==> config.mk <==
export PLATFORM = sky130hd
export DESIGN_NAME = tc_timer8
export DESIGN_NICKNAME = d
export VERILOG_FILES = /design/src/design/tc_pkg.sv /design/src/design/tc_cnt_if.sv /design/src/design/tc_counter.sv /design/src/design/tc_compare.sv /design/src/design/tc_timer8.sv
export SDC_FILE = /design/constraint.sdc
export NUM_CORES = 1
export LEC_CHECK = 0
export BUFFER_PORTS_ARGS = -buffer_cell sky130_fd_sc_hd__buf_2
export CAP_MARGIN = 20
export CORE_UTILIZATION = 48
export CTS_BUF_LIST = sky130_fd_sc_hd__clkbuf_8 sky130_fd_sc_hd__clkbuf_16
export DETAILED_ROUTE_END_ITERATION = 6
export HOLD_SLACK_MARGIN = 0.02
export MAX_ROUTING_LAYER = met4
export PLACE_DENSITY = 0.82
export SLEW_MARGIN = 30
export SYNTH_ARGS = -nofsm -noshare
export SYNTH_HDL_FRONTEND = slang
export SYNTH_SLANG_ARGS = --single-unit
export TNS_END_PERCENT = 50
==> constraint.sdc <==
create_clock -name clk -period 2.5 [get_ports clk]
set_clock_uncertainty 0.05 [all_clocks]
set_input_delay 0.5 -clock clk [delete_from_list [all_inputs] [get_ports clk]]
set_output_delay 0.5 -clock clk [all_outputs]
set_load 0.02 [all_outputs]
==> src/design/tc_pkg.sv <==
// Contract
// Counter clears, counts up or down per mode on timer tick; stopped when select zero.
// Processor reads and writes the count at any time, running or stopped.
// Processor write to the count beats a same-cycle hardware clear or count.
// Counting sequence follows waveform mode only; output mode bits never affect it.
// Counter compared with compare value always; flag set at tick after equality.
// Flag with enable requests interrupt; cleared by service or writing one.
// PWM modes buffer compare value, loaded at top; other modes write directly.
// Compare accesses reach the buffer when buffering, else the active register.
// Non-PWM force strobe acts like a match, without flag and without clearing.
// Any count write blocks compare matches on the next timer tick, even stopped.
// Software should not write count equal to compare, nor zero counting down.
// Waveform mode changes leave the compare output state unchanged.
// Output mode bits take effect at the first match after writing.
// Nonzero output mode drives pin from compare output state in all modes.
// Pin direction stays under the direction bit; output shows only when driven.
// Output mode zero leaves compare output state unchanged on a match.
// Output mode bits select PWM polarity, or set, clear, toggle in non-PWM.
// Counter unit flags maximum value and bottom value.
// Normal mode counts up only, wrapping from maximum to zero.
// Normal mode sets overflow flag as counter becomes zero; counting never clears it.
// Overflow flag clears on interrupt service and may request an interrupt.
// Mode two clears the counter when it equals the compare value.
// Mode three counts zero to maximum and restarts; overflow set at maximum.
// Mode one counts up then down; overflow set when reaching zero.
// Non-PWM output modes one, two, three toggle, clear, set on match.
// Force strobe reads zero and does nothing in PWM modes.
package tc_pkg;
    localparam logic [7:0] TC_MAX = 8'hff;
    localparam logic [7:0] TC_BOTTOM = 8'h00;
    localparam logic [7:0] TC_ONE = 8'h01;

    typedef enum logic [1:0] {
        TC_NORMAL = 2'h0,
        TC_PCPWM = 2'h1,
        TC_CTC = 2'h2,
        TC_FAST = 2'h3
    } tc_wgm_t;

    localparam logic [1:0] TC_COM_OFF = 2'h0;
    localparam logic [1:0] TC_COM_TOG = 2'h1;
    localparam logic [1:0] TC_COM_CLR = 2'h2;
    localparam logic [1:0] TC_COM_SET = 2'h3;

    localparam logic [2:0] TC_CS_STOP = 3'h0;
    localparam logic [2:0] TC_CS_SYS = 3'h1;

    localparam logic [7:0] TC_A_CTRL = 8'h00;
    localparam logic [7:0] TC_A_COUNT = 8'h04;
    localparam logic [7:0] TC_A_CMP = 8'h08;
    localparam logic [7:0] TC_A_IEN = 8'h0c;
    localparam logic [7:0] TC_A_FLAG = 8'h10;
    localparam logic [7:0] TC_A_PIN = 8'h14;

    localparam int TC_CTRL_FOC = 7;
    localparam int TC_IEN_CMP = 0;
    localparam int TC_IEN_OVF = 1;
    localparam int TC_FLAG_CMP = 0;
    localparam int TC_FLAG_OVF = 1;
    localparam int TC_PIN_VAL = 0;
    localparam int TC_PIN_DIR = 1;

    localparam logic [1:0] TC_RESP_OK = 2'h0;
    localparam logic [1:0] TC_RESP_ERR = 2'h2;

    function automatic logic tc_is_pwm(tc_wgm_t m);
        return (m == TC_PCPWM) || (m == TC_FAST);
    endfunction

    function automatic logic tc_hit(logic [7:0] a, logic [7:0] o);
        return a[7:2] == o[7:2];
    endfunction
endpackage

==> src/design/tc_cnt_if.sv <==
`timescale 1ns/100ps
interface tc_cnt_if;
    import tc_pkg::*;
    logic tick;
    tc_wgm_t mode;
    logic [7:0] ocr;
    logic [7:0] cnt;
    logic down;
    logic atMax;
    logic atBottom;
    logic wrEn;
    logic [7:0] wrData;

    modport ctr(
        input tick, mode, ocr, wrEn, wrData,
        output cnt, down, atMax, atBottom
    );
    modport cmp(input tick, mode, ocr, cnt, down, atMax);
    modport ctl(
        output tick, mode, ocr, wrEn, wrData,
        input cnt, down, atMax, atBottom
    );
endinterface

==> src/design/tc_counter.sv <==
`timescale 1ns/100ps
module tc_counter
    import tc_pkg::*;
(
    input wire logic clk,
    input wire logic rst_n,
    tc_cnt_if.ctr cif
);
    typedef struct packed {
        logic [7:0] cnt;
        logic down;
    } tc_ctr_st_t;

    tc_ctr_st_t st_q;
    tc_ctr_st_t st_d;

    always_comb
    begin
        st_d = st_q;
        // write beats count
        if (cif.wrEn)
            st_d.cnt = cif.wrData;
        // tick driven sequence
        else if (cif.tick)
        begin
            // sequence from mode
            unique case (cif.mode)
                // up only, wraps to zero
                TC_NORMAL, TC_FAST:
                    st_d.cnt = st_q.cnt + TC_ONE;
                TC_CTC:
                    // clear on compare
                    st_d.cnt = (st_q.cnt == cif.ocr) ? TC_BOTTOM
                                                     : st_q.cnt + TC_ONE;
                TC_PCPWM:
                begin
                    // dual slope
                    if (!st_q.down && st_q.cnt == TC_MAX)
                    begin
                        st_d.down = 1'b1;
                        st_d.cnt = st_q.cnt - TC_ONE;
                    end
                    else if (st_q.down && st_q.cnt == TC_BOTTOM)
                    begin
                        st_d.down = 1'b0;
                        st_d.cnt = st_q.cnt + TC_ONE;
                    end
                    else if (st_q.down)
                        st_d.cnt = st_q.cnt - TC_ONE;
                    else
                        st_d.cnt = st_q.cnt + TC_ONE;
                end
            endcase
            if (cif.mode != TC_PCPWM)
                st_d.down = 1'b0;
        end
    end

    always_ff @(posedge clk)
    begin
        if (!rst_n)
            st_q <= '0;
        else
            st_q <= st_d;
    end

    assign cif.cnt = st_q.cnt;
    assign cif.down = st_q.down;
    // max and bottom
    assign cif.atMax = st_q.cnt == TC_MAX;
    assign cif.atBottom = st_q.cnt == TC_BOTTOM;

    a_ctr_write_wins: assert property (
        @(posedge clk) disable iff (!rst_n)
        cif.wrEn |=> cif.cnt == $past(cif.wrData))
        else $error("count write did not win");

    a_ctr_idle_hold: assert property (
        @(posedge clk) disable iff (!rst_n)
        !cif.tick && !cif.wrEn |=> $stable(cif.cnt))
        else $error("count moved without tick");

    a_ctr_normal_up: assert property (
        @(posedge clk) disable iff (!rst_n)
        cif.tick && !cif.wrEn && cif.mode == TC_NORMAL
        |=> cif.cnt == $past(cif.cnt) + TC_ONE)
        else $error("normal mode did not count up");
endmodule

==> src/design/tc_compare.sv <==
`timescale 1ns/100ps
module tc_compare
    import tc_pkg::*;
(
    input wire logic clk,
    input wire logic rst_n,
    tc_cnt_if.cmp cif,
    input wire logic [1:0] com,
    input wire logic block,
    input wire logic forceHit,
    output logic match,
    output logic ocState
);
    typedef struct packed {
        logic oc;
    } tc_cmp_st_t;

    tc_cmp_st_t st_q;
    tc_cmp_st_t st_d;

    // non-PWM match action
    function automatic logic tc_act(logic [1:0] m, logic cur);
        unique case (m)
            TC_COM_TOG: return ~cur;
            TC_COM_CLR: return 1'b0;
            TC_COM_SET: return 1'b1;
            default: return cur;
        endcase
    endfunction

    // equality, suppressed after a count write
    assign match = cif.tick && (cif.cnt == cif.ocr) && !block;

    always_comb
    begin
        st_d = st_q;
        // forced match, non-PWM only
        if (forceHit && !tc_is_pwm(cif.mode))
            st_d.oc = tc_act(com, st_q.oc);
        else if (cif.tick)
        begin
            // action per mode and output bits
            unique case (cif.mode)
                TC_NORMAL, TC_CTC:
                    if (match)
                        st_d.oc = tc_act(com, st_q.oc);
                TC_FAST:
                    if (cif.atMax && com[1])
                        st_d.oc = ~com[0];
                    else if (match && com == TC_COM_TOG)
                        st_d.oc = ~st_q.oc;
                    else if (match && com[1])
                        st_d.oc = com[0];
                TC_PCPWM:
                    if (match && com[1])
                        st_d.oc = com[0] ^ cif.down;
            endcase
        end
    end

    // state kept across mode changes
    always_ff @(posedge clk)
    begin
        if (!rst_n)
            st_q <= '0;
        else
            st_q <= st_d;
    end

    assign ocState = st_q.oc;

    a_cmp_off_hold: assert property (
        @(posedge clk) disable iff (!rst_n)
        com == TC_COM_OFF |=> $stable(ocState))
        else $error("output changed with mode zero");

    a_cmp_force_set: assert property (
        @(posedge clk) disable iff (!rst_n)
        forceHit && !tc_is_pwm(cif.mode) && com == TC_COM_SET |=> ocState)
        else $error("force did not set output");
endmodule

==> src/design/tc_timer8.sv <==
// The register offsets and register access over AXI4-Lite were left to the implementer.
`timescale 1ns/100ps
module tc_timer8
    import tc_pkg::*;
(
    input wire logic clk,
    input wire logic rst_n,
    input wire logic [7:0] s_axi_awaddr,
    input wire logic s_axi_awvalid,
    output logic s_axi_awready,
    input wire logic [31:0] s_axi_wdata,
    input wire logic [3:0] s_axi_wstrb,
    input wire logic s_axi_wvalid,
    output logic s_axi_wready,
    output logic [1:0] s_axi_bresp,
    output logic s_axi_bvalid,
    input wire logic s_axi_bready,
    input wire logic [7:0] s_axi_araddr,
    input wire logic s_axi_arvalid,
    output logic s_axi_arready,
    output logic [31:0] s_axi_rdata,
    output logic [1:0] s_axi_rresp,
    output logic s_axi_rvalid,
    input wire logic s_axi_rready,
    input wire logic [7:0] tickSrc,
    input wire logic compareIrqAck,
    input wire logic overflowIrqAck,
    output logic compareIrq,
    output logic overflowIrq,
    output logic pinOut,
    output logic pinOe_n
);
    typedef struct packed {
        tc_wgm_t wgm;
        logic [1:0] com;
        logic [2:0] cs;
        logic [7:0] ocr;
        logic [7:0] ocrBuf;
        logic cie;
        logic oie;
        logic ocf;
        logic tov;
        logic portVal;
        logic ddr;
        logic block;
        logic awHave;
        logic [7:0] awAddr;
        logic wHave;
        logic [7:0] wData;
        logic wLane0;
        logic bValid;
        logic [1:0] bResp;
        logic rValid;
        logic [31:0] rData;
        logic [1:0] rResp;
    } tc_top_st_t;

    tc_top_st_t st_q;
    tc_top_st_t st_d;

    tc_cnt_if cif();

    logic tick;
    logic doWr;
    logic wb0;
    logic [7:0] wd;
    logic cntWr;
    logic forceHit;
    logic [1:0] cmpCom;
    logic match;
    logic ocState;
    logic ocfClr;
    logic tovSet;
    logic tovClr;
    logic pwm;
    logic topLoad;

    // ----------------------------------------
    // Register read mux
    // ----------------------------------------
    function automatic logic tc_known(logic [7:0] a);
        return tc_hit(a, TC_A_CTRL) || tc_hit(a, TC_A_COUNT)
            || tc_hit(a, TC_A_CMP) || tc_hit(a, TC_A_IEN)
            || tc_hit(a, TC_A_FLAG) || tc_hit(a, TC_A_PIN);
    endfunction

    function automatic logic [7:0] tc_read(logic [7:0] a, tc_top_st_t s,
                                           logic [7:0] c);
        logic [7:0] v;
        v = 8'h00;
        // force strobe reads zero
        if (tc_hit(a, TC_A_CTRL))
            v = {1'b0, s.cs, s.com, s.wgm};
        // count readable any time
        else if (tc_hit(a, TC_A_COUNT))
            v = c;
        // buffer when buffering
        else if (tc_hit(a, TC_A_CMP))
            v = tc_is_pwm(s.wgm) ? s.ocrBuf : s.ocr;
        else if (tc_hit(a, TC_A_IEN))
            v = {6'h00, s.oie, s.cie};
        else if (tc_hit(a, TC_A_FLAG))
            v = {6'h00, s.tov, s.ocf};
        else if (tc_hit(a, TC_A_PIN))
            v = {6'h00, s.ddr, s.portVal};
        return v;
    endfunction

    // ----------------------------------------
    // Timer tick and decode
    // ----------------------------------------
    // select zero stops the timer
    always_comb
    begin
        if (st_q.cs == TC_CS_STOP)
            tick = 1'b0;
        else if (st_q.cs == TC_CS_SYS)
            tick = 1'b1;
        else
            tick = tickSrc[st_q.cs];
    end

    assign pwm = tc_is_pwm(st_q.wgm);
    assign doWr = st_q.awHave && st_q.wHave && !st_q.bValid;
    assign wb0 = doWr && st_q.wLane0;
    assign wd = st_q.wData;
    // count written any time
    assign cntWr = wb0 && tc_hit(st_q.awAddr, TC_A_COUNT);
    // strobe ignored in PWM modes
    assign forceHit = wb0 && tc_hit(st_q.awAddr, TC_A_CTRL)
                   && wd[TC_CTRL_FOC] && !pwm;
    // forced match uses the bits written with it
    assign cmpCom = forceHit ? wd[3:2] : st_q.com;
    // serviced or written one
    assign ocfClr = compareIrqAck
                 || (wb0 && tc_hit(st_q.awAddr, TC_A_FLAG)
                     && wd[TC_FLAG_CMP]);
    // service clears overflow
    assign tovClr = overflowIrqAck
                 || (wb0 && tc_hit(st_q.awAddr, TC_A_FLAG)
                     && wd[TC_FLAG_OVF]);
    // top of count for reload
    assign topLoad = tick && pwm && cif.atMax;

    // ----------------------------------------
    // Overflow detection
    // ----------------------------------------
    always_comb
    begin
        tovSet = 1'b0;
        if (tick && !cntWr)
        begin
            unique case (st_q.wgm)
                // becomes zero from maximum
                TC_NORMAL, TC_CTC:
                    tovSet = cif.atMax;
                // at maximum, single slope
                TC_FAST:
                    tovSet = cif.atMax;
                // reaching zero on the way down
                TC_PCPWM:
                    tovSet = cif.down && cif.cnt == TC_ONE;
            endcase
        end
    end

    // ----------------------------------------
    // Next state
    // ----------------------------------------
    always_comb
    begin
        st_d = st_q;
        if (s_axi_awvalid && !st_q.awHave)
        begin
            st_d.awHave = 1'b1;
            st_d.awAddr = s_axi_awaddr;
        end
        if (s_axi_wvalid && !st_q.wHave)
        begin
            st_d.wHave = 1'b1;
            st_d.wData = s_axi_wdata[7:0];
            st_d.wLane0 = s_axi_wstrb[0];
        end
        if (st_q.bValid && s_axi_bready)
            st_d.bValid = 1'b0;
        if (doWr)
        begin
            st_d.awHave = 1'b0;
            st_d.wHave = 1'b0;
            st_d.bValid = 1'b1;
            st_d.bResp = tc_known(st_q.awAddr) ? TC_RESP_OK : TC_RESP_ERR;
        end
        if (st_q.rValid && s_axi_rready)
            st_d.rValid = 1'b0;
        if (s_axi_arvalid && !st_q.rValid)
        begin
            st_d.rValid = 1'b1;
            st_d.rData = {24'h000000, tc_read(s_axi_araddr, st_q, cif.cnt)};
            st_d.rResp = tc_known(s_axi_araddr) ? TC_RESP_OK : TC_RESP_ERR;
        end
        // output bits used at once
        if (wb0 && tc_hit(st_q.awAddr, TC_A_CTRL))
        begin
            st_d.wgm = tc_wgm_t'(wd[1:0]);
            st_d.com = wd[3:2];
            st_d.cs = wd[6:4];
        end
        if (wb0 && tc_hit(st_q.awAddr, TC_A_IEN))
        begin
            st_d.cie = wd[TC_IEN_CMP];
            st_d.oie = wd[TC_IEN_OVF];
        end
        if (wb0 && tc_hit(st_q.awAddr, TC_A_PIN))
        begin
            st_d.portVal = wd[TC_PIN_VAL];
            st_d.ddr = wd[TC_PIN_DIR];
        end
        // reload at top
        if (topLoad)
            st_d.ocr = st_q.ocrBuf;
        // buffer or direct
        if (wb0 && tc_hit(st_q.awAddr, TC_A_CMP))
        begin
            st_d.ocrBuf = wd;
            if (!pwm)
                st_d.ocr = wd;
        end
        // block the next tick's match
        if (cntWr)
            st_d.block = 1'b1;
        else if (tick)
            st_d.block = 1'b0;
        // set wins over clear
        st_d.ocf = match || (st_q.ocf && !ocfClr);
        st_d.tov = tovSet || (st_q.tov && !tovClr);
    end

    always_ff @(posedge clk)
    begin
        if (!rst_n)
            st_q <= '0;
        else
            st_q <= st_d;
    end

    // ----------------------------------------
    // Counter and compare units
    // ----------------------------------------
    assign cif.tick = tick;
    assign cif.mode = st_q.wgm;
    assign cif.ocr = st_q.ocr;
    // write overrides hardware update
    assign cif.wrEn = cntWr;
    assign cif.wrData = wd;

    tc_counter u_counter (
        .clk(clk),
        .rst_n(rst_n),
        .cif(cif.ctr)
    );

    tc_compare u_compare (
        .clk(clk),
        .rst_n(rst_n),
        .cif(cif.cmp),
        .com(cmpCom),
        .block(st_q.block),
        .forceHit(forceHit),
        .match(match),
        .ocState(ocState)
    );

    // ----------------------------------------
    // Outputs
    // ----------------------------------------
    assign s_axi_awready = !st_q.awHave;
    assign s_axi_wready = !st_q.wHave;
    assign s_axi_bvalid = st_q.bValid;
    assign s_axi_bresp = st_q.bResp;
    assign s_axi_arready = !st_q.rValid;
    assign s_axi_rvalid = st_q.rValid;
    assign s_axi_rdata = st_q.rData;
    assign s_axi_rresp = st_q.rResp;
    // flag gated by enable
    assign compareIrq = st_q.cie && st_q.ocf;
    assign overflowIrq = st_q.oie && st_q.tov;
    // override when output mode nonzero
    assign pinOut = (st_q.com != TC_COM_OFF) ? ocState : st_q.portVal;
    // direction bit alone enables the pin
    assign pinOe_n = !st_q.ddr;

    // ----------------------------------------
    // Checks
    // ----------------------------------------
    a_block_after_write: assert property (
        @(posedge clk) disable iff (!rst_n)
        cntWr |=> st_q.block && !match)
        else $error("match not blocked after count write");

    a_match_sets_flag: assert property (
        @(posedge clk) disable iff (!rst_n)
        match |=> st_q.ocf)
        else $error("match did not set flag");

    a_flag_clear: assert property (
        @(posedge clk) disable iff (!rst_n)
        st_q.ocf && ocfClr && !match |=> !st_q.ocf)
        else $error("flag not cleared");

    a_tov_normal_wrap: assert property (
        @(posedge clk) disable iff (!rst_n)
        tick && !cntWr && st_q.wgm == TC_NORMAL && cif.atMax
        |=> st_q.tov && cif.cnt == TC_BOTTOM)
        else $error("normal wrap did not set overflow");

    a_cmp_direct: assert property (
        @(posedge clk) disable iff (!rst_n)
        wb0 && tc_hit(st_q.awAddr, TC_A_CMP) && !pwm
        |=> st_q.ocr == $past(wd))
        else $error("direct compare write lost");

    a_irq_request: assert property (
        @(posedge clk) disable iff (!rst_n)
        st_q.cie && st_q.ocf |-> compareIrq)
        else $error("compare interrupt missing");

    a_pin_override: assert property (
        @(posedge clk) disable iff (!rst_n)
        st_q.com != TC_COM_OFF
        |-> pinOut == ocState && pinOe_n == !st_q.ddr)
        else $error("pin override wrong");

    a_force_noflag: assert property (
        @(posedge clk) disable iff (!rst_n)
        forceHit && !match && !st_q.ocf |=> !st_q.ocf)
        else $error("force set the flag");
endmodule

**Yosys cells after proc, flatten, opt, wreduce, memory -nomap -nowiden**

Index checks and enable logic that the tools add are counted.

- Add/subtract/negate cells: 2
- Muxes and demuxes: 45
- Bitwise logic cells: 5
- Equal/unequal tests: 24
- Magnitude comparators: 1
- Reduce and logical (&&, ||, !) cells: 78

Operators with widths:

| cell | count |
|---|---|
| $mux 8 | 10 |
| $mux 35 | 1 |
| $logic_and 1x1->1 | 34 |
| $eq 6x2->1 const B | 4 |
| $eq 6x3->1 const B | 4 |
| $pmux 8 s3 | 1 |
| $mux 1 | 19 |
| $mux 9 | 2 |
| $mux 16 | 1 |
| $logic_or 1x1->1 | 15 |
| $eq 6x1->1 const B | 2 |
| $logic_not 6->1 | 2 |
| $mux 2 | 6 |
| $reduce_bool 2->1 | 6 |
| $logic_not 1->1 | 11 |
| $add 8x1->8 const B | 1 |
| $eq 2x2->1 const B | 4 |
| $eq 8x1->1 const B | 1 |
| $eq 8x8->1 | 1 |
| $eq 8x8->1 const B | 1 |
| $logic_not 8->1 | 1 |
| $reduce_and 4->1 | 2 |
| $sub 8x1->8 const B | 1 |
| $pmux 1 s3 | 2 |
| 17 further kinds | 23 |

- Register bits after elaboration: 73
- Output and inout port bits: 45
- Word-level logic and storage cells: 180
- Bits of input ports: 69

**Logic depth before layout (Yosys ltp)**

Gate-level depths: netlist of run 1.

- Depth after elaboration: 14
- Depth in mapped cells: 11
- Mapped depth without buffers: 9

**Modules after synthesis**

A second synthesis of run 1 with hierarchy kept.

- Cells, all modules: 568
- Area, all modules: 4630.7 sq um

By module, submodules not included:

| module | instances | cells an instance | area an instance (sq um) |
|---|---|---|---|
| tc_timer8 | 1 | 392 | 3303.2 |
| tc_counter | 1 | 143 | 1076.0 |
| tc_compare | 1 | 33 | 251.5 |

**Worst setup path after synthesis of run 1**

No wires, ideal clock.

- Path kind: flip-flop to flip-flop
- Start point: reg st_q, in the netlist cif.mode[1]
- End point: reg u_compare.st_q (netlist: u_compare.ocState)
- Data arrival time: 2583 ps
- Required time: 2376 ps
- Setup time: 74 ps
- Cell stages (with the launch flop): 12
- Path slack: -207 ps
- Path buffers: 2
- Cells stage by stage: dfxtp_1 > inv_1 > ha_1 > clkbuf_1 > or4_1 > or4_4 > buf_6 > mux2i_4 > o221ai_2 > a31oi_1 > or2_1 > a31oi_1

- Word-level cells in the longest chain between the ends: 12
- Elaborated cells on any way between the ends: 32

RTL lines:

| item | RTL line | source |
|---|---|---|
| start: declaration | tc_timer8.sv:58 | `tc_top_st_t st_q;` |
| start signal: assignment | tc_timer8.sv:243 | `st_q <= st_d;` |
| $eq 2x1->1 or $eq 2x2->1 (tied branches) | tc_pkg.sv:67, tc_compare.sv:43 |  |
| $logic_or 1x1->1 | tc_pkg.sv:67 | `return (m == TC_PCPWM) \|\| (m == TC_FAST);` |
| $logic_not 1->1 | n/a |  |
| $logic_and 1x1->1 | tc_timer8.sv:131 | `&& wd[TC_CTRL_FOC] && !pwm;` |
| $mux 2 | tc_timer8.sv:133 | `assign cmpCom = forceHit ? wd[3:2] : st_q.com;` |
| $eq 2x1->1 | tc_compare.sv:23, tc_compare.sv:50 |  |
| $logic_and 1x1->1 | tc_compare.sv:50 | `else if (match && com == TC_COM_TOG)` |
| $mux 1 | tc_compare.sv:50 |  |
| $mux 1 | tc_compare.sv:48 | `if (cif.atMax && com[1])` |
| $pmux 1 s3 | tc_compare.sv:43 | `unique case (cif.mode)` |
| $mux 1 | tc_compare.sv:40 | `else if (cif.tick)` |
| $mux 1 | tc_compare.sv:38 | `if (forceHit && !tc_is_pwm(cif.mode))` |
| end signal: assignment | tc_compare.sv:67 | `st_q <= st_d;` |
| end: declaration | tc_compare.sv:18 | `tc_cmp_st_t st_q;` |

Several ways; a longest one is shown, not always the timed one. The select of a mux whose other input is x is not followed.
A chain may end at the register's enable or synchronous reset.

**Worst setup path in the final report of run 1**

Same ends and word-level chain as after synthesis.

==> results.py, run 1 <==
metrics = {
    "outcome": {
        "status": "finished, violations left",
        "violations": "design-rule violations, negative setup slack",
    },
    "global_route": {
        "grt.overflow.total": 0,
        "grt_pass1_wl_um": 18300,
        "grt_max_degree": 32,
        "grt_usage_pct": 25.0,
        "antenna_found_initial": 0,
        "grt_pass1_vias": 3721,
    },
    "yosys": {
        "post_synth_num_cell_types": 59,
        "syn_inst": 523,
        "synth.area.top_cells": "dfxtp_1 32%, mux2i_1 7.9%, buf_4 6.3%",
        "synth.avg_cell_area_sq_um": 8.22,
        "synth_area_sq_mm": 0.00430,
        "synth_top_cell_by_area": "dfxtp_1",
        "ys_seq_elements": 69,
        "synth.most_common_cell": "dfxtp_1",
        "synth_flop_cell": "dfxtp_1",
        "ys.warnings.count": 0,
        "yosysTopAreaCellShare_pct": 32.1,
        "ys_seq_area_share_pct": 32.1,
        "synthArstFlopShare_pct": 0,
        "synth_edf_count": 0,
        "synth_commonest_cells": "69 x dfxtp_1, 67 x nand2_1, 36 x buf_4, 34 x mux2i_1",
    },
    "finish": {
        "fin_area_sq_mm": 0.00487,
        "drive_gt1_share_pct": 21.4,
        "nets": 651,
        "insertedDiodeCount": 0,
        "nFillCells": 757,
        "seq_area_sq_mm": 0.00139,
        "multi_input_area_sq_mm": 0.00256,
        "finalNonFillerCells": 687,
        "area_growth_pct": 13.4,
    },
    "drt": {
        "dr.pass1.iters": 7,
        "postRouteAntennaNets": 0,
        "vias": 3883,
        "vias_per_cell": 5.65,
        "drt_iter0_drc": 338,
        "wl_per_cell_um": 16.0,
        "drt_wl_total_um": 11000,
        "drc": 2,
    },
    "placed_design": {
        "dpl-instance-area_sq_mm": 0.00460,
        "place.port_buffers": 54,
        "placed_cells": 668,
        "place.gp.congestion": 1.01,
        "dp_hpwl_um": 8130,
    },
    "die": {
        "dieArea_sq_mm": 0.00933,
        "core_area_sq_mm": 0.00868,
        "die_w_um": 96.6,
        "io_pins": 114,
        "die_y_um": 96.6,
        "num_rows": 34,
        "initial_core_util_pct": 49.5,
    },
    "setup_path": {
        "end_kind": "flip-flop",
        "path_class": "flip-flop to flip-flop",
        "path_max_fanout": 4,
        "critical_path_arrival_ns": 2.81,
        "required_ns": 2.75,
        "cp-start-kind": "flip-flop",
    },
    "timing": {
        "slew_viol_final": 0,
        "rsz0062_at_grt": "yes",
        "finalCriticalPeriod_ns": 2.56,
        "fmax_mhz": 391,
        "final-setup-viol-count": 1,
        "slew_headroom_pct": 55.2,
        "fin_crit_sh_pct": 102,
        "fin_setup_tns_ns": -0.0573,
        "hold_viol": 0,
        "worst_pin_slew_ns": 0.670,
        "setup_ws_ns": -0.0573,
    },
    "clock_tree": {
        "cts_tree": "yes",
        "htree_levels": 3,
        "clkLatencyLatePin_ns": 0.37,
        "cts_root_buffer": "clkbuf_8",
        "cts.path.max_buffers": 2,
        "path_clk_slew_ns": 0.08,
        "postCtsHoldBufs": 0,
        "cts_sinks": 69,
        "cts_buffers": 9,
    },
    "power_and_ir_drop": {
        "powerDensity_mw_per_mm2": 505,
        "ir_worst_vdd_v": 0.000356,
        "power.leakage_nw": 2.15,
    },
    "hold_path": {
        "min_path_type": "input port to flip-flop",
    },
    "flow_run": {
        "drv_cap": 0,
    },
}
where the power goes:
| part | internal (mW) | switching [mW] |
|---|---|---|
| clock | 0.566 | 0.474 |
| combinational | 0.0978 | 0.157 |
| sequential | 1.13 | 0.0372 |
| total | 1.79 | 0.668 |
per-stage QoR:
| step | hold WS (ns) | utilization, % | worst slack, ns | power [mW] |
|---|---|---|---|---|
| finish | 0.317 | 56.2 | -0.0573 | 2.46 |
| global route | 0.333 | 56.2 | -0.167 | 2.55 |
| CTS | 0.313 | 56.1 | -0.109 | 2.46 |
| detailed placement | 0.413 | 53.0 | -0.0502 | 1.44 |
| global placement | 0.404 | 53.0 | 0.0106 | 1.43 |
| floorplan | 0.389 | - | -0.0870 | 1.41 |
sequential cells by signal, summed over array words and instances, names as in the netlist:
signal	flops
u_counter.cif.down	1
cif.mode	2
cif.wrData	8
s_axi_rresp	1
st_q	29
cif.ocr	8
s_axi_rvalid	1
s_axi_bresp	1
u_counter.cif.cnt	8
s_axi_bvalid	1
s_axi_rdata	8
u_compare.ocState	1
timing repair:
action                                  4_1_cts  5_1_grt
resized for setup                             5        3
buffers inserted                              3        0
endpoints found under the setup margin        1        3
pin swaps                                     4        2
endpoints found under the hold margin         0        0
critical path, cell delays in order (launching register included):
cell and delay, ns:
dfxtp_2 0.38, inv_2 0.05, ha_2 0.17, or4_4 0.41, or4_4 0.49, mux2i_4 0.22, o221ai_2 0.17, a31oi_1 0.14
or2_1 0.25, a31oi_1 0.15
logic make-up (layout without fill, tap and decap cells):
family | after synthesis | count (layout) | synth area share, %
muxes | 40 | 40 | 10.1
xor gates and xnor gates | 16 | 16 | 3.26
adders and majority gates | 8 | 8 | 2.33
AOI/OAI and AO/OA | 124 | 124 | 20.4
DFF | 69 | 69 | 32.1
buffers and inverters | 88 | 119 | 11.1
other | 1 | 26 | 0.0873
and+or+nand+nor | 177 | 177 | 20.6
layer usage:
layer	part of all wire, %	up-vias	routed length [um]	track usage (%)
met4	1.9	0	208	9.76
met3	8.7	18	951	4.62
li1	-	1887	-	-
met1	44	1799	4780	32.5
met2	46	179	5030	38.4
met5	0	-	0	-
cell type report:
| cell class | count | area share [%] |
|---|---|---|
| flip-flops and latches | 69 | 28.4 |
| well taps | 108 | 2.77 |
| inverters | 17 | 1.31 |
| clock inverters | 7 | 2.00 |
| clock buffers | 9 | 2.54 |
| repair buffers | 86 | 10.5 |
| multi-input cells | 391 | 52.5 |
path summary, 6_finish.rpt:
path,startpoint,endpoint,slack [ns],cells past startpoint
setup / recovery,cif.mode[1]$_SDFFE_PN0N_,u_compare.ocState$_SDFFE_PN0P_,-0.06,9
hold / removal,s_axi_wvalid,st_q[47]$_SDFFE_PP0P_,0.32,3
setup reg to reg,cif.mode[1]$_SDFFE_PN0N_,u_compare.ocState$_SDFFE_PN0P_,-0.06,9
hold reg to reg,st_q[57]$_SDFFE_PN0P_,st_q[57]$_SDFFE_PN0P_,0.43,2
cell usage in the layout (no fill, tap or decap), types with 5 or more instances in the layout:
| master | count |
|---|---|
| nand2_1 | 67 |
| dfxtp_1 | 65 |
| buf_2 | 54 |
| mux2i_1 | 34 |
| buf_4 | 32 |
| o21ai_0 | 29 |
| conb_1 | 26 |
| nor2_1 | 24 |
| nor2b_1 | 24 |
| a21boi_0 | 19 |
| inv_1 | 17 |
| nand3_1 | 16 |
| a21oi_1 | 12 |
| xnor2_1 | 12 |
| o211a_1 | 11 |
| o211ai_1 | 10 |
| o22ai_1 | 9 |
| clkbuf_8 | 9 |
| nor3_1 | 6 |
| nand4_1 | 6 |
| ha_1 | 6 |
| nand3b_1 | 5 |
| a31oi_1 | 5 |
| a221oi_1 | 5 |
Power figures use the tool's default switching activity.
==> inputs of run 2 (changes only) <==
--- a/config.mk
+++ b/config.mk
@@ -13,6 +13,7 @@
 export HOLD_SLACK_MARGIN = 0.02
 export MAX_ROUTING_LAYER = met4
 export PLACE_DENSITY = 0.82
+export SKIP_LAST_GASP = 1
 export SLEW_MARGIN = 30
 export SYNTH_ARGS = -nofsm -noshare
 export SYNTH_HDL_FRONTEND = slang
==> run 2 against run 1 <==
  * The run ends with negative setup slack left
  * Sequential cell count is the same
  * Non-clock buffer count stayed put
  * Sequential share of layout area is essentially flat
  * Register-to-register slack is essentially flat
  * Combinational power hardly changed
  * Worst hold slack improved by 0.0062 ns
  * Die area unchanged
==> results.py, run 2 (synthesis gave the netlist of run 1 again) <==
metrics = {
    "finish": {
        "insertedDiodeCount": 0,
        "nFillCells": 764,
        "drive_gt1_share_pct": 21.1,
        "final_cell_mix": "67 x nand2_1, 67 x dfxtp_1, 54 x buf_2, 34 x mux2i_1, 32 x buf_4",
        "nets": 651,
        "fin_area_sq_mm": 0.00486,
        "regMostFlops": "st_q",
        "largest_reg_flops": 29,
        "area_growth_pct": 13.1,
        "utilization_pct": 56.0,
    },
    "placed_design": {
        "dpl-instance-area_sq_mm": 0.00460,
        "dp_hpwl_um": 8130,
        "place.gp.congestion": 1.01,
        "place.port_buffers": 54,
    },
    "hold_path": {
        "worstHoldStart": "s_axi_wvalid",
        "hold_end": "st_q[47]$_SDFFE_PP0P_",
        "min_path_cells": 3,
        "min_path_type": "input port to flip-flop",
    },
    "setup_path": {
        "worstReg2RegStart": "cif.mode[0]$_SDFFE_PN0N_",
        "end_kind": "flip-flop",
        "cp-start-kind": "flip-flop",
        "r2r_slack_ns": -0.05,
        "path_class": "flip-flop to flip-flop",
        "path_cells": "ha_2 -> or4_4 -> or4_4 -> mux2i_4 -> o221ai_2 -> a31oi_1 -> or2_1 -> a31oi_1",
        "crit_path_start": "cif.mode[0]$_SDFFE_PN0N_",
        "slowest_delay_ns": 0.49,
        "reg2reg_to": "u_compare.ocState$_SDFFE_PN0P_",
        "required_ns": 2.74,
        "crit_family": "simple AND/OR/NAND/NOR gates",
        "reg2reg_depth": 8,
        "crit_slowest_cell": "or4_4",
        "path_max_fanout": 4,
        "critPathBufInv": 0,
        "critical_path_arrival_ns": 2.79,
    },
    "timing": {
        "slew_viol_final": 0,
        "fmax_mhz": 391,
        "fin_setup_tns_ns": -0.0546,
        "setup_ws_ns": -0.0546,
        "fin_crit_sh_pct": 102,
        "rsz0062_at_grt": "yes",
        "worst_pin_slew_ns": 0.670,
        "hold_viol": 0,
        "slew_headroom_pct": 55.3,
        "finalCriticalPeriod_ns": 2.55,
        "whs_ns": 0.323,
        "final-setup-viol-count": 1,
    },
    "clock_tree": {
        "postCtsHoldBufs": 0,
        "path_clk_slew_ns": 0.08,
        "clkLatencyLatePin_ns": 0.36,
        "cts_root_buffer": "clkbuf_8",
        "cts_tree": "yes",
        "cts_buffers": 9,
        "cts_sinks": 69,
        "htree_levels": 3,
        "cts.path.max_buffers": 2,
    },
    "global_route": {
        "grt.overflow.total": 0,
        "antenna_found_initial": 0,
        "grt_usage_pct": 24.9,
        "grt_pass1_vias": 3716,
        "grt_max_degree": 32,
        "grt_pass1_wl_um": 18300,
    },
    "die": {
        "core_area_sq_mm": 0.00868,
        "initial_core_util_pct": 49.5,
        "die_y_um": 96.6,
        "io_pins": 114,
        "num_rows": 34,
        "die_w_um": 96.6,
        "dieArea_sq_mm": 0.00933,
    },
    "outcome": {
        "status": "finished, violations left",
        "violations": "negative setup slack",
    },
    "power_and_ir_drop": {
        "ir_worst_vdd_v": 0.000355,
        "powerDensity_mw_per_mm2": 505,
        "power.leakage_nw": 2.15,
    },
    "flow_run": {
        "drv_cap": 0,
    },
    "drt": {
        "dr.pass1.iters": 5,
        "vias_per_cell": 5.66,
        "wl_per_cell_um": 16.0,
        "vias": 3886,
        "drc": 0,
        "postRouteAntennaNets": 0,
        "drt_iter0_drc": 327,
        "drt_wl_total_um": 11000,
    },
}
run 2: cell counts in the layout (fill, tap and decap cells not counted):
No cell type changed its count.
run 2: stage by stage:
step           worst slack (ns)  std cells  total power [mW]
2_1_floorplan           -0.0870        548              1.41
3_3_place_gp             0.0106        668              1.43
3_5_place_dp            -0.0502        668              1.44
4_1_cts                  -0.113        687              2.46
5_1_grt                  -0.156        687              2.55
6_report                -0.0546        687              2.46
run 2: power by group:
group	internal, mW	switching (mW)	leakage [nW]	total (mW)
clock network	0.566	0.467	0.112	1.03
registers	1.13	0.0374	0.562	1.17
logic	0.0978	0.157	1.47	0.255
run 2: layout make-up:
cell class | count | area [sq um] | share of cell area (%)
Clock buffer | 9 | 124 | 2.55
Clock inverter | 7 | 97.6 | 2.01
Inverter | 17 | 63.8 | 1.31
Multi-Input combinational cell | 391 | 2550 | 52.4
Sequential cell | 69 | 1380 | 28.5
Tap cell | 108 | 135 | 2.78
Timing Repair Buffer | 86 | 510 | 10.5
run 2: what timing repair did:
item / in CTS / in global routing
pin swaps: 4 / 2
gates resized for setup: 4 / 1
setup endpoints to repair: 1 / 3
setup buffers: 3 / 0
run 2: worst max-delay path by stage:
stage	to	slack [ns]	depth (start not counted)
after floorplan	u_compare.ocState$_SDFFE_PN0P_	-0.09	11
after global placement	u_compare.ocState$_SDFFE_PN0P_	0.01	9
after detailed placement	u_compare.ocState$_SDFFE_PN0P_	-0.05	9
after CTS	u_compare.ocState$_SDFFE_PN0P_	-0.11	8
after global routing	u_compare.ocState$_SDFFE_PN0P_	-0.16	7
final	u_compare.ocState$_SDFFE_PN0P_	-0.05	8
run 2: worst min-delay path, cell delays in order:
cell    delay [ns]
buf_2         0.10
nor2_1        0.04
nor2_1        0.07
run 2: routing by layer:
layer	global-route usage [%]	share of wire [%]
met1	32.4	44
met2	38.4	46
met4	9.76	2.1
met3	4.62	8.0
met5	-	0
==> inputs of run 3 (changes only) <==
--- a/config.mk
+++ b/config.mk
@@ -7,12 +7,12 @@
 export LEC_CHECK = 0
 export BUFFER_PORTS_ARGS = -buffer_cell sky130_fd_sc_hd__buf_2
 export CAP_MARGIN = 20
-export CORE_UTILIZATION = 48
+export CORE_UTILIZATION = 53
 export CTS_BUF_LIST = sky130_fd_sc_hd__clkbuf_8 sky130_fd_sc_hd__clkbuf_16
 export DETAILED_ROUTE_END_ITERATION = 6
 export HOLD_SLACK_MARGIN = 0.02
 export MAX_ROUTING_LAYER = met4
-export PLACE_DENSITY = 0.82
+export PLACE_DENSITY = 0.85
 export SKIP_LAST_GASP = 1
 export SLEW_MARGIN = 30
 export SYNTH_ARGS = -nofsm -noshare
==> constraint.sdc (replaced) <==
create_clock -name clk -period 2.65 [get_ports clk]
set_clock_uncertainty 0.05 [all_clocks]
set_input_delay 0.53 -clock clk [delete_from_list [all_inputs] [get_ports clk]]
set_output_delay 0.53 -clock clk [all_outputs]
set_load 0.02 [all_outputs]
==> run 3 against run 2 <==
  * Wire length grew 0.87%
  * Non-clock buffer count shrank 4
  * Setup slack improved by 0.035 ns
  * Design area decreased by 0.54%
  * Register-to-register slack better by 0.03 ns
  * Count of clock-buffer cells in the layout unchanged
  * Via count is 2.9% higher
  * The run still ends with negative setup slack left
  * Utilization is 6.2 points higher
  * Global-route usage rose by 2.6 points
  * Sequential power fell by 6%
  * Critical endpoint unchanged
  * Combinational power down 5%
==> results.py, run 3 (synthesis gave the netlist of run 1 again) <==
metrics = {
    "clock_tree": {
        "cts_buffers": 9,
        "cts.path.max_buffers": 2,
        "path_clk_slew_ns": 0.07,
        "cts_tree": "yes",
        "clkLatencyLatePin_ns": 0.36,
        "cts_root_buffer": "clkbuf_8",
        "cts_sinks": 69,
        "postCtsHoldBufs": 0,
        "htree_levels": 3,
    },
    "drt": {
        "dr.pass1.iters": 5,
        "drt_iter0_drc": 499,
        "postRouteAntennaNets": 0,
        "wl_per_cell_um": 16.4,
        "vias": 3999,
        "drc": 0,
        "vias_per_cell": 5.92,
        "drt_wl_total_um": 11100,
    },
    "timing": {
        "slew_headroom_pct": 55.8,
        "hold_viol": 0,
        "slew_viol_final": 0,
        "rsz0062_at_grt": "yes",
        "fmax_mhz": 375,
        "final-setup-viol-count": 1,
        "setup_ws_ns": -0.0198,
        "worst_pin_slew_ns": 0.661,
        "fin_crit_sh_pct": 101,
        "finalCriticalPeriod_ns": 2.67,
        "fin_setup_tns_ns": -0.0198,
    },
    "hold_path": {
        "min_path_type": "input port to flip-flop",
        "hold_end": "st_q[56]$_SDFFE_PP0P_",
        "worstHoldStart": "s_axi_awvalid",
        "min_path_cells": 3,
    },
    "die": {
        "die_y_um": 92.0,
        "dieArea_sq_mm": 0.00847,
        "die_w_um": 92.0,
        "num_rows": 32,
        "core_area_sq_mm": 0.00777,
        "io_pins": 114,
        "initial_core_util_pct": 55.3,
    },
    "power_and_ir_drop": {
        "ir_worst_vdd_v": 0.000317,
        "power.leakage_nw": 2.13,
        "powerDensity_mw_per_mm2": 472,
    },
    "finish": {
        "nFillCells": 650,
        "insertedDiodeCount": 0,
        "finalNonFillerCells": 676,
        "nets": 647,
        "drive_gt1_share_pct": 20.0,
        "area_growth_pct": 12.5,
        "final_cell_mix": "68 x dfxtp_1, 67 x nand2_1, 54 x buf_2, 34 x mux2i_1, 29 x o21ai_0",
        "largest_reg_flops": 29,
        "regMostFlops": "st_q",
        "layout_commonest_cell": "dfxtp_1",
    },
    "setup_path": {
        "reg2reg_depth": 9,
        "reg2reg_to": "u_compare.ocState$_SDFFE_PN0P_",
        "r2r_slack_ns": -0.02,
        "path_cells": "buf_6 -> ha_4 -> or4_1 -> or4_4 -> mux2i_4 -> o221ai_2 -> a31oi_2 -> or2_1 -> a31oi_1",
        "crit_path_start": "cif.mode[1]$_SDFFE_PN0N_",
        "critical_path_arrival_ns": 2.91,
        "crit_slowest_cell": "or4_4",
        "required_ns": 2.89,
        "worstReg2RegStart": "cif.mode[1]$_SDFFE_PN0N_",
        "cp-start-kind": "flip-flop",
        "slowest_delay_ns": 0.59,
        "path_class": "flip-flop to flip-flop",
        "path_max_fanout": 4,
        "end_kind": "flip-flop",
    },
    "flow_run": {
        "drv_cap": 0,
    },
    "outcome": {
        "violations": "negative setup slack",
        "status": "finished, violations left",
    },
    "placed_design": {
        "place.port_buffers": 54,
        "dp_hpwl_um": 8070,
        "place.gp.congestion": 0.995,
        "placed_cells": 659,
    },
    "global_route": {
        "grt.overflow.total": 0,
        "grt_max_degree": 36,
        "grt_usage_pct": 27.6,
        "antenna_found_initial": 0,
        "grt_pass1_vias": 3665,
        "grt_pass1_wl_um": 17900,
    },
}
run 3: changes by cell type in the layout (fill, tap and decap cells not counted), sizes merged:
cell / delta
clkinvlp: +1
clkinv: +1
buf: -4
inv: -3
run 3: worst max-delay path by stage:
stage,endpoint,cells after the start,slack (ns)
after global placement,u_compare.ocState$_SDFFE_PN0P_,9,0.08
after CTS,u_compare.ocState$_SDFFE_PN0P_,9,0.001
after floorplan,u_compare.ocState$_SDFFE_PN0P_,11,0.001
final,u_compare.ocState$_SDFFE_PN0P_,9,-0.02
after global routing,u_compare.ocState$_SDFFE_PN0P_,9,-0.06
after detailed placement,u_compare.ocState$_SDFFE_PN0P_,9,0.005
run 3: stage by stage:
stage | instance area [sq um] | utilization, % | power, mW | hold slack [ns] | worst slack (ns)
after floorplan | 4400 | - | 1.33 | 0.389 | 0.00137
after global placement | 4580 | 59.0 | 1.36 | 0.408 | 0.0769
after detailed placement | 4580 | 59.0 | 1.36 | 0.415 | 0.00495
after CTS | 4800 | 61.8 | 2.29 | 0.350 | 0.00121
after global routing | 4830 | 62.2 | 2.35 | 0.365 | -0.0583
final | 4830 | 62.2 | 2.28 | 0.358 | -0.0198
run 3: power breakdown:
part	total, mW	internal [mW]	leakage (nW)	switching, mW
Sequential	1.10	1.07	0.561	0.0359
Clock	0.935	0.524	0.101	0.411
Combinational	0.243	0.0925	1.47	0.150
run 3: worst max-delay path: cells and delay by family (launching register included):
kind	cells	cell delay, ns
flops	1	0.35
fa+ha+maj	1	0.14
buf+inv	1	0.12
compound gates	3	0.44
mux	1	0.22
simple gates	3	1.28
run 3: layout make-up:
| class | count | area (sq um) | area share (%) |
|---|---|---|---|
| clock buffers | 9 | 124 | 2.56 |
| clock inverters | 6 | 88.8 | 1.84 |
| inverters | 17 | 63.8 | 1.32 |
| multi-input cells | 391 | 2550 | 52.8 |
| flip-flops and latches | 69 | 1380 | 28.6 |
| well taps | 102 | 128 | 2.64 |
| repair buffers | 82 | 497 | 10.3 |
run 3: metal layers:
layer | routed length, um | GRT usage [%]
met1 | 4690 | 34.9
met2 | 5240 | 43.7
met3 | 931 | 5.89
met4 | 207 | 9.38
met5 | 0 | -
run 3: what timing repair did:
| action | CTS | global route |
|---|---|---|
| gates resized for setup | 0 | 5 |
| setup buffers | 0 | 2 |
| setup endpoints to repair | 0 | 1 |
